**src/hw/gpabc_regs.vh**
```
// Register indices, field positions, reset values and widths of the GPIO port block
`ifndef GPABC_REGS_VH
`define GPABC_REGS_VH

// ==================================================
// Register indices (byte address is four times the index)
`define GPABC_IDX_PORT_A_PINS 8'h05
`define GPABC_IDX_PORT_B_PINS 8'h06
`define GPABC_IDX_PORT_C_PINS 8'h07
`define GPABC_IDX_IRQ_CONTROL 8'h0B
`define GPABC_IDX_TIMER_PULLUP_CFG 8'h81
`define GPABC_IDX_PORT_A_DIR 8'h85
`define GPABC_IDX_PORT_B_DIR 8'h86
`define GPABC_IDX_PORT_C_DIR 8'h87
`define GPABC_ADDR_W 12

// ==================================================
// Reset values
`define GPABC_RST_PORT_A_DIR 6'h3F
`define GPABC_RST_PORT_B_DIR 8'hFF
`define GPABC_RST_PORT_C_DIR 8'hFF
`define GPABC_RST_TIMER_PULLUP_CFG 8'hFF
`define GPABC_RST_LATCH 8'h00
`define GPABC_RST_PORT_A_LATCH 6'h00
`define GPABC_RST_IRQ_ENABLE 1'b0

// ==================================================
// Field positions
`define GPABC_PA_WIDTH 6
`define GPABC_PA_OPEN_DRAIN_BIT 4
`define GPABC_PA_SLAVE_SEL_BIT 5
`define GPABC_PB_EXT_IRQ_BIT 0
`define GPABC_PB_PROG_CLK_BIT 6
`define GPABC_PB_PROG_DATA_BIT 7
`define GPABC_CHANGE_LO 4
`define GPABC_CHANGE_HI 7
`define GPABC_PULLUP_DISABLE_BAR_BIT 7
`define GPABC_CHANGE_IRQ_FLAG_BIT 0
`define GPABC_CHANGE_IRQ_ENABLE_BIT 3

`endif

```
**src/hw/gpabc_ports.v**
```verilog
// GPIO ports A, B and C with port B pull-ups and change detection, APB register access
//
// Design decision made here: the APB register port.
`timescale 1ns/10ps
`include "gpabc_regs.vh"

// Summary of operation
// Port A pin four drives low only
// Port A pin four feeds Timer0 clock
// Port A pin five is slave select
// Port A upper bits zero; direction resets 0x3F
// Port B direction one floats the pin
// Port B direction zero drives latch
// Cleared pullup_disable_bar enables port B pull-ups
// Output-configured pin loses its pull-up
// Reset sets pull-up config to all ones
// Only input change_pins join comparison
// Compare pins against value latched at read
// ORed mismatches set change_irq_flag
// Change interrupt wakes device from sleep
// Port B access re-latches comparison values
// Mismatch keeps flag set; read, then clear
// Older variant may miss change during read
// Port B pin zero is external interrupt
// Port B pins six, seven serve programming
// Port C eight pins, per-bit direction
// Peripheral overrides port C direction while enabled
// Software avoids RMW on overridden direction
// Software avoids polling port B
// Port read returns pins; write loads latch
// Port A direction floats or drives latch
// Flag stays set until software writes zero
module gpabc_ports #(
  parameter SMALL_VARIANT = 0,
  parameter OLD_VARIANT = 0
) (
  // Clock and reset
  input wire pclk,
  input wire presetn,
  // APB slave
  input wire psel,
  input wire penable,
  input wire pwrite,
  input wire [`GPABC_ADDR_W-1:0] paddr,
  input wire [31:0] pwdata,
  input wire [3:0] pstrb,
  output wire [31:0] prdata,
  output wire pready,
  output wire pslverr,
  // Port A pins
  input wire [5:0] pa_in,
  output wire [5:0] pa_out,
  output wire [5:0] pa_oe,
  // Port B pins
  input wire [7:0] pb_in,
  output wire [7:0] pb_out,
  output wire [7:0] pb_oe,
  output wire [7:0] pb_pullup_en,
  // Port C pins
  input wire [7:0] pc_in,
  output wire [7:0] pc_out,
  output wire [7:0] pc_oe,
  // Port C peripheral overrides
  input wire [7:0] pc_periph_force_out,
  input wire [7:0] pc_periph_force_in,
  input wire [7:0] pc_periph_data,
  // Peripheral taps
  output wire timer0_ext_clk,
  output wire ssp_slave_sel,
  output wire ext_irq_in,
  output wire [6:0] timer_cfg,
  // Serial programming
  input wire prog_mode,
  input wire prog_data_out,
  input wire prog_data_oe,
  output wire prog_clk,
  output wire prog_data_in,
  // Change interrupt and wake
  output wire change_irq,
  output wire wake_req
);

  // ==================================================
  // Pin synchronisers
  reg [5:0] pa_meta_r;
  reg [5:0] pa_sync_r;
  reg [7:0] pb_meta_r;
  reg [7:0] pb_sync_r;
  reg [7:0] pc_meta_r;
  reg [7:0] pc_sync_r;
  // Programming-mode entry comes from outside as well, so it is synchronised
  reg prog_meta_r;
  reg prog_sync_r;

  // Only the second flop of each pair feeds logic
  always @(posedge pclk or negedge presetn) begin
    if (!presetn) begin
      pa_meta_r <= 6'h00;
      pa_sync_r <= 6'h00;
      pb_meta_r <= 8'h00;
      pb_sync_r <= 8'h00;
      pc_meta_r <= 8'h00;
      pc_sync_r <= 8'h00;
      prog_meta_r <= 1'b0;
      prog_sync_r <= 1'b0;
    end else begin
      pa_meta_r <= pa_in;
      pa_sync_r <= pa_meta_r;
      pb_meta_r <= pb_in;
      pb_sync_r <= pb_meta_r;
      pc_meta_r <= pc_in;
      pc_sync_r <= pc_meta_r;
      prog_meta_r <= prog_mode;
      prog_sync_r <= prog_meta_r;
    end
  end

  // ==================================================
  // Registers
  reg [5:0] port_a_latch_r;
  reg [7:0] port_b_latch_r;
  reg [7:0] port_c_latch_r;
  reg [5:0] port_a_direction_r;
  reg [7:0] port_b_direction_r;
  reg [7:0] port_c_direction_r;
  reg [7:0] timer_pullup_config_r;
  reg change_irq_flag_r;
  reg change_irq_enable_r;
  reg [3:0] change_latch_r;
  reg [7:0] pb_read_snap_r;
  reg [31:0] prdata_r;
  reg pslverr_r;

  wire [7:0] index = paddr[9:2];
  wire setup_ph = psel & ~penable;
  wire access_ph = psel & penable;
  wire wr_en = access_ph & pwrite & pstrb[0];
  wire [7:0] wd = pwdata[7:0];
  wire hit_a = (index == `GPABC_IDX_PORT_A_PINS);
  wire hit_b = (index == `GPABC_IDX_PORT_B_PINS);
  wire hit_c = (index == `GPABC_IDX_PORT_C_PINS);
  wire hit_irq = (index == `GPABC_IDX_IRQ_CONTROL);
  wire hit_cfg = (index == `GPABC_IDX_TIMER_PULLUP_CFG);
  wire hit_dira = (index == `GPABC_IDX_PORT_A_DIR);
  wire hit_dirb = (index == `GPABC_IDX_PORT_B_DIR);
  wire hit_dirc = (index == `GPABC_IDX_PORT_C_DIR);
  wire mapped = hit_a | hit_b | hit_c | hit_irq | hit_cfg | hit_dira | hit_dirb | hit_dirc;
  // Byte offset and upper address bits must be zero
  wire aligned = (paddr[1:0] == 2'b00) & (paddr[`GPABC_ADDR_W-1:10] == 2'b00);
  wire legal = mapped & aligned;

  // Port A bit five absent on the small variant
  wire [5:0] pa_mask = (SMALL_VARIANT != 0) ? 6'h1F : 6'h3F;
  wire [5:0] pa_dir_eff = port_a_direction_r & pa_mask;
  wire [5:0] pa_pins_rd = pa_sync_r & pa_mask;

  // Port C effective direction under peripheral override
  // A forced input wins over a forced output
  wire [7:0] pc_dir_eff = (port_c_direction_r & ~pc_periph_force_out) | pc_periph_force_in;

  // ==================================================
  // Read data, captured in the setup cycle
  reg [7:0] rd_byte;

  always @* begin
    rd_byte = 8'h00;
    case (index)
      `GPABC_IDX_PORT_A_PINS: begin
        rd_byte = {2'b00, pa_pins_rd};
      end
      `GPABC_IDX_PORT_B_PINS: begin
        rd_byte = pb_sync_r;
      end
      `GPABC_IDX_PORT_C_PINS: begin
        rd_byte = pc_sync_r;
      end
      `GPABC_IDX_IRQ_CONTROL: begin
        rd_byte = {4'h0, change_irq_enable_r, 2'b00, change_irq_flag_r};
      end
      `GPABC_IDX_TIMER_PULLUP_CFG: begin
        rd_byte = timer_pullup_config_r;
      end
      `GPABC_IDX_PORT_A_DIR: begin
        rd_byte = {2'b00, pa_dir_eff};
      end
      `GPABC_IDX_PORT_B_DIR: begin
        rd_byte = port_b_direction_r;
      end
      `GPABC_IDX_PORT_C_DIR: begin
        rd_byte = port_c_direction_r;
      end
      default: begin
        rd_byte = 8'h00;
      end
    endcase
  end

  // The port B snapshot lets a read re-latch exactly the value it returned
  always @(posedge pclk or negedge presetn) begin
    if (!presetn) begin
      prdata_r <= 32'h00000000;
      pslverr_r <= 1'b0;
      pb_read_snap_r <= 8'h00;
    end else if (setup_ph) begin
      prdata_r <= (pwrite | ~legal) ? 32'h00000000 : {24'h000000, rd_byte};
      pslverr_r <= ~legal;
      pb_read_snap_r <= pb_sync_r;
    end
  end

  assign prdata = prdata_r;
  // Zero wait states: every access phase completes at once
  assign pready = access_ph;
  assign pslverr = access_ph & pslverr_r;

  // ==================================================
  // Latches, direction and configuration registers
  always @(posedge pclk or negedge presetn) begin
    if (!presetn) begin
      port_a_latch_r <= `GPABC_RST_PORT_A_LATCH;
      port_b_latch_r <= `GPABC_RST_LATCH;
      port_c_latch_r <= `GPABC_RST_LATCH;
      port_a_direction_r <= `GPABC_RST_PORT_A_DIR;
      port_b_direction_r <= `GPABC_RST_PORT_B_DIR;
      port_c_direction_r <= `GPABC_RST_PORT_C_DIR;
      timer_pullup_config_r <= `GPABC_RST_TIMER_PULLUP_CFG;
      change_irq_enable_r <= `GPABC_RST_IRQ_ENABLE;
    end else if (wr_en & legal) begin
      if (hit_a) begin
        port_a_latch_r <= wd[5:0] & pa_mask;
      end
      if (hit_b) begin
        port_b_latch_r <= wd;
      end
      if (hit_c) begin
        port_c_latch_r <= wd;
      end
      if (hit_dira) begin
        port_a_direction_r <= wd[5:0] & pa_mask;
      end
      if (hit_dirb) begin
        port_b_direction_r <= wd;
      end
      if (hit_dirc) begin
        port_c_direction_r <= wd;
      end
      if (hit_cfg) begin
        timer_pullup_config_r <= wd;
      end
      if (hit_irq) begin
        change_irq_enable_r <= wd[`GPABC_CHANGE_IRQ_ENABLE_BIT];
      end
    end
  end

  // ==================================================
  // Port B change detection
  // Any port B access, read or write, re-latches the compared value
  wire pb_access = access_ph & legal & hit_b;
  wire [3:0] change_pins = pb_sync_r[`GPABC_CHANGE_HI:`GPABC_CHANGE_LO];
  wire [3:0] change_inputs = port_b_direction_r[`GPABC_CHANGE_HI:`GPABC_CHANGE_LO];
  wire [3:0] mismatch = (change_pins ^ change_latch_r) & change_inputs;
  wire mismatch_any = |mismatch;
  // Software clears the flag by writing zero to its bit
  wire flag_clr = wr_en & legal & hit_irq & ~wd[`GPABC_CHANGE_IRQ_FLAG_BIT];
  wire flag_wset = wr_en & legal & hit_irq & wd[`GPABC_CHANGE_IRQ_FLAG_BIT];
  // Newer parts keep the value seen by the read so a coincident change still mismatches
  wire [3:0] relatch_val = ((OLD_VARIANT != 0) || pwrite) ? change_pins :
    pb_read_snap_r[`GPABC_CHANGE_HI:`GPABC_CHANGE_LO];

  always @(posedge pclk or negedge presetn) begin
    if (!presetn) begin
      change_latch_r <= 4'h0;
      change_irq_flag_r <= 1'b0;
    end else begin
      if (pb_access) begin
        change_latch_r <= relatch_val;
      end
      // Hardware set wins over a software clear
      if (mismatch_any | flag_wset) begin
        change_irq_flag_r <= 1'b1;
      end else if (flag_clr) begin
        change_irq_flag_r <= 1'b0;
      end
    end
  end

  assign change_irq = change_irq_flag_r & change_irq_enable_r;
  // Wake also follows the live mismatch, one cycle ahead of the flag
  assign wake_req = change_irq_enable_r & (change_irq_flag_r | mismatch_any);

  // ==================================================
  // Pin drivers, registered
  reg [5:0] pa_out_r;
  reg [5:0] pa_oe_r;
  reg [7:0] pb_out_r;
  reg [7:0] pb_oe_r;
  reg [7:0] pb_pullup_r;
  reg [7:0] pc_out_r;
  reg [7:0] pc_oe_r;
  reg [5:0] pa_out_nxt;
  reg [5:0] pa_oe_nxt;
  reg [7:0] pb_out_nxt;
  reg [7:0] pb_oe_nxt;
  reg [7:0] pc_out_nxt;

  always @* begin
    pa_out_nxt = port_a_latch_r & pa_mask;
    pa_oe_nxt = ~pa_dir_eff & pa_mask;
    // Open drain: only ever pulls low
    pa_out_nxt[`GPABC_PA_OPEN_DRAIN_BIT] = 1'b0;
    pa_oe_nxt[`GPABC_PA_OPEN_DRAIN_BIT] = ~port_a_direction_r[`GPABC_PA_OPEN_DRAIN_BIT] &
      ~port_a_latch_r[`GPABC_PA_OPEN_DRAIN_BIT];
    pb_out_nxt = port_b_latch_r;
    pb_oe_nxt = ~port_b_direction_r;
    if (prog_sync_r) begin
      pb_oe_nxt[`GPABC_PB_PROG_CLK_BIT] = 1'b0;
      pb_out_nxt[`GPABC_PB_PROG_DATA_BIT] = prog_data_out;
      pb_oe_nxt[`GPABC_PB_PROG_DATA_BIT] = prog_data_oe;
    end
    pc_out_nxt = (port_c_latch_r & ~pc_periph_force_out) | (pc_periph_data & pc_periph_force_out);
  end

  always @(posedge pclk or negedge presetn) begin
    if (!presetn) begin
      pa_out_r <= 6'h00;
      pa_oe_r <= 6'h00;
      pb_out_r <= 8'h00;
      pb_oe_r <= 8'h00;
      pb_pullup_r <= 8'h00;
      pc_out_r <= 8'h00;
      pc_oe_r <= 8'h00;
    end else begin
      pa_out_r <= pa_out_nxt;
      pa_oe_r <= pa_oe_nxt;
      pb_out_r <= pb_out_nxt;
      pb_oe_r <= pb_oe_nxt;
      // Pull-ups follow the actual drive, so a driven pin never has one
      pb_pullup_r <= {8{~timer_pullup_config_r[`GPABC_PULLUP_DISABLE_BAR_BIT]}} & ~pb_oe_nxt;
      pc_out_r <= pc_out_nxt;
      pc_oe_r <= ~pc_dir_eff;
    end
  end

  assign pa_out = pa_out_r;
  assign pa_oe = pa_oe_r;
  assign pb_out = pb_out_r;
  assign pb_oe = pb_oe_r;
  assign pb_pullup_en = pb_pullup_r;
  assign pc_out = pc_out_r;
  assign pc_oe = pc_oe_r;

  // ==================================================
  // Programming taps, registered so they leave from flops
  reg prog_clk_r;
  reg prog_data_in_r;

  always @(posedge pclk or negedge presetn) begin
    if (!presetn) begin
      prog_clk_r <= 1'b0;
      prog_data_in_r <= 1'b0;
    end else begin
      // Gated so pin activity outside programming mode reads as idle
      prog_clk_r <= prog_sync_r & pb_sync_r[`GPABC_PB_PROG_CLK_BIT];
      prog_data_in_r <= prog_sync_r & pb_sync_r[`GPABC_PB_PROG_DATA_BIT];
    end
  end

  // ==================================================
  // Peripheral taps of shared pins
  assign timer0_ext_clk = pa_sync_r[`GPABC_PA_OPEN_DRAIN_BIT];
  assign ssp_slave_sel = pa_pins_rd[`GPABC_PA_SLAVE_SEL_BIT];
  assign ext_irq_in = pb_sync_r[`GPABC_PB_EXT_IRQ_BIT];
  assign prog_clk = prog_clk_r;
  assign prog_data_in = prog_data_in_r;
  assign timer_cfg = timer_pullup_config_r[6:0];

endmodule

```
**config.mk**
```make
export PLATFORM = sky130hd
export DESIGN_NAME = gpabc_ports
export DESIGN_NICKNAME = d
export VERILOG_FILES = /design/src/hw/gpabc_ports.v
export VERILOG_INCLUDE_DIRS = /design/src /design/src/hw
export SDC_FILE = /design/constraint.sdc
export NUM_CORES = 1
export LEC_CHECK = 0
export BUFFER_PORTS_ARGS = -buffer_cell sky130_fd_sc_hd__buf_2
export CAP_MARGIN = 20
export CORE_MARGIN = 2
export CORE_UTILIZATION = 55
export CTS_CLUSTER_SIZE = 16
export DETAILED_ROUTE_END_ITERATION = 7
export PLACE_DENSITY = 0.92
export SYNTH_ARGS = -nofsm -noshare
export SYNTH_HDL_FRONTEND = slang
export SYNTH_SLANG_ARGS = --single-unit
```
**constraint.sdc**
```tcl
create_clock -name pclk -period 3.2 [get_ports pclk]
set_input_delay 0.16 -clock pclk [delete_from_list [all_inputs] [get_ports pclk]]
set_output_delay 0.16 -clock pclk [all_outputs]
set_load 0.02 [all_outputs]
```
==> results.json <==
{
  "die_area_sq_um": 13000,
  "syn2layout_area_growth_pct": 28.8,
  "grt_pass1_wl_um": 22700,
  "routabilityCongestion": 0.894,
  "io_pins": 202,
  "path_cells": "xor2_1 -> a22oi_1 -> nand2_1 -> o21a_1 -> buf_2",
  "ys_dominant_reg_cell": "dfrtp_1",
  "vias": 4335,
  "post_drt_wl_per_cell_um": 17.6,
  "coreArea_sq_um": 11900,
  "outcome": "finished, final reports clean",
  "ys_async_sr_fraction_pct": 100,
  "first_iter_violations": 276,
  "synthDistinctLibCells": 58,
  "layout_common_cells": "148 x buf_2, 140 x dfrtp_1, 65 x mux2_2",
  "drv_cap": 0,
  "synth_edf_count": 0,
  "path_max_fanout": 5,
  "drc": 0,
  "cts_buffer_depth": 2,
  "yosysSeqAreaShare_pct": 64.4,
  "skew_ps": 11.0,
  "start_util_pct": 55.9,
  "dpl.hpwl_um": 9630,
  "hold_viol": 0,
  "critical_path_arrival_ps": 1740,
  "cp_num_buf_inv": 1,
  "postRouteWirelength_um": 14600,
  "cp-end-kind": "output port",
  "p_per_area_nw_per_um2": 552,
  "cts-root-buf": "clkbuf_16",
  "fmax_mhz": 527,
  "rsz0062_at_grt": "false",
  "total_power_mw": 4.74,
  "cts_tree": "built",
  "port_buffers": 149,
  "peakVddDrop_uv": 501,
  "netlist_area_sq_um": 6660,
  "required_ps": 3040,
  "via_per_inst": 5.25,
  "numCtsBuffers": 17,
  "path_clk_slew_ps": 70,
  "antenna_found_initial": 0,
  "stdcell_count": 825,
  "hp-class": "primary input to flip-flop",
  "cp_top_family": "flip-flops",
  "finalNetCount": 767,
  "cpPeakStageDelay_ps": 460,
  "die_w_um": 114,
  "min_period_ps": 1900,
  "netlist.area_leader.share_pct": 52.6,
  "antenna_left": 0,
  "cts.sinks": 170,
  "die_y_um": 114,
  "syn_inst": 461,
  "htree_levels": 4,
  "cp_slowest_cell": "dfrtp_1",
  "rows": 40,
  "fillCellCount": 793,
  "slew-limit-headroom_pct": 44.1,
  "leakagePower_nw": 4.16,
  "layout-drive-gt1-share_pct": 44.7,
  "placedCellCount": 735,
  "synthTopCellsByArea": "dfrtp_1 53%, dfstp_2 12%, mux2_2 11%",
  "yosys_warnings": 0,
  "grt-ovfl-total": 0,
  "grt_pass1_vias": 4368,
  "final_common_cell": "buf_2",
  "slew_violations": 0,
  "crit_type": "flip-flop to output port",
  "firstDrtPassIters": 4,
  "grt_max_degree": 100,
  "synth_seq_cells": 170,
  "yosysTopAreaCell": "dfrtp_1",
  "clock_latency_ps": 430,
  "diodes": 0,
  "setup_viol": 0,
  "fin_crit_sh_pct": 59.3,
  "grt_usage_pct": 23.6,
  "avgSynthCellArea_sq_um": 14.5,
  "worst_pin_slew_ps": 839,
  "tns_ps": 0,
  "start_kind": "flip-flop"
}
-- synthesized netlist by cell type, drive strengths merged (4+ instances only) --
library cell,n
clkbuf,7
mux2i,4
or4bb,4
and2,7
and3,4
nand3,10
nand2b,4
buf,43
dfrtp,140
dfstp,30
a22oi,5
xor2,4
inv,20
nor2,16
o21ai,8
nand2,16
mux2,74
a21oi,16
nand4b,6
-- state kept, by name, summed over array words and instances, names as in the netlist, 8 cells and up --
signal and count:
pb_meta_r 8, pb_oe 8, pb_out 8, pb_pullup_en 8, pb_sync_r 8, pc_meta_r 8
pc_oe 8, pc_out 8, pc_sync_r 8, port_b_direction_r 8, port_b_latch_r 8, port_c_direction_r 8
port_c_latch_r 8, prdata 8, timer_pullup_config_r 8
-- final timing paths --
check                                              start           endpoint  slack (ps)  depth (start not counted)
worst max register to register  timer_pullup_config_r[7]          prdata[7]        1680                          4
max in group asynchronous                        presetn      pa_pins_rd[5]        1910                          3
worst min register to register              pc_meta_r[0]       pc_sync_r[0]         350                          0
worst max-delay path                        pb_sync_r[7]           wake_req        1300                          5
worst min-delay path                           pwdata[7]  port_b_latch_r[7]          30                          2
min in group asynchronous                        presetn          pc_out[4]         390                          2
-- kinds of logic after synthesis --
kind of cell	share of synthesized area, %
flip-flops	64.4
AND/OR/NAND/NOR	9.16
multiplexers	14.6
buffers and inverters	6.35
AO/OA/AOI/OAI	4.94
XOR/XNOR	0.526
other	0.0563
-- metrics by stage --
step | setup slack [ps] | area, sq um | util (%) | hold WS [ps]
detailed placement | 1190 | 7370 | 61.9 | 269
floorplan | 1630 | 6750 | - | -136
finish | 1300 | 8590 | 72.1 | 33.9
global route | 1210 | 8590 | 72.1 | 33.5
CTS | 1280 | 8590 | 72.1 | 22.4
global placement | 1220 | 7370 | 61.9 | 268
-- power by group --
group	internal [mW]	total (mW)	leakage (nW)	switching (mW)
Sequential	2.21	2.23	2.04	0.0226
Clock	1.32	2.19	0.310	0.864
Combinational	0.139	0.328	1.80	0.188
-- worst register-to-register path, stage by stage (launching register included) --
cell	delay [ps]
dfstp_2	680
nand4bb_1	150
a211o_1	300
and3_1	200
o21ai_1	110
-- cell type report --
class | instances | area [sq um] | share of cell area [%]
flip-flops and latches | 170 | 4290 | 50.0
multi-input cells | 245 | 2040 | 23.8
repair buffers | 211 | 1360 | 15.9
clock buffers | 17 | 425 | 4.95
clock inverters | 15 | 208 | 2.42
well taps | 147 | 184 | 2.14
inverters | 20 | 75.1 | 0.874
-- repair_timing --
item	in CTS	in global routing
setup buffers	0	0
resized for setup	0	0
hold endpoints to repair	107	0
hold buffers	58	0
-- metal layers --
layer	global-route usage [%]	vias to the layer above	share of wire, %
li1	-	1967	-
met1	28.9	2184	40
met2	39.2	158	51
met3	6.46	26	5.8
met4	11.3	0	2.5
met5	0	-	0
Note: power is estimated with default switching activity, not from simulation.
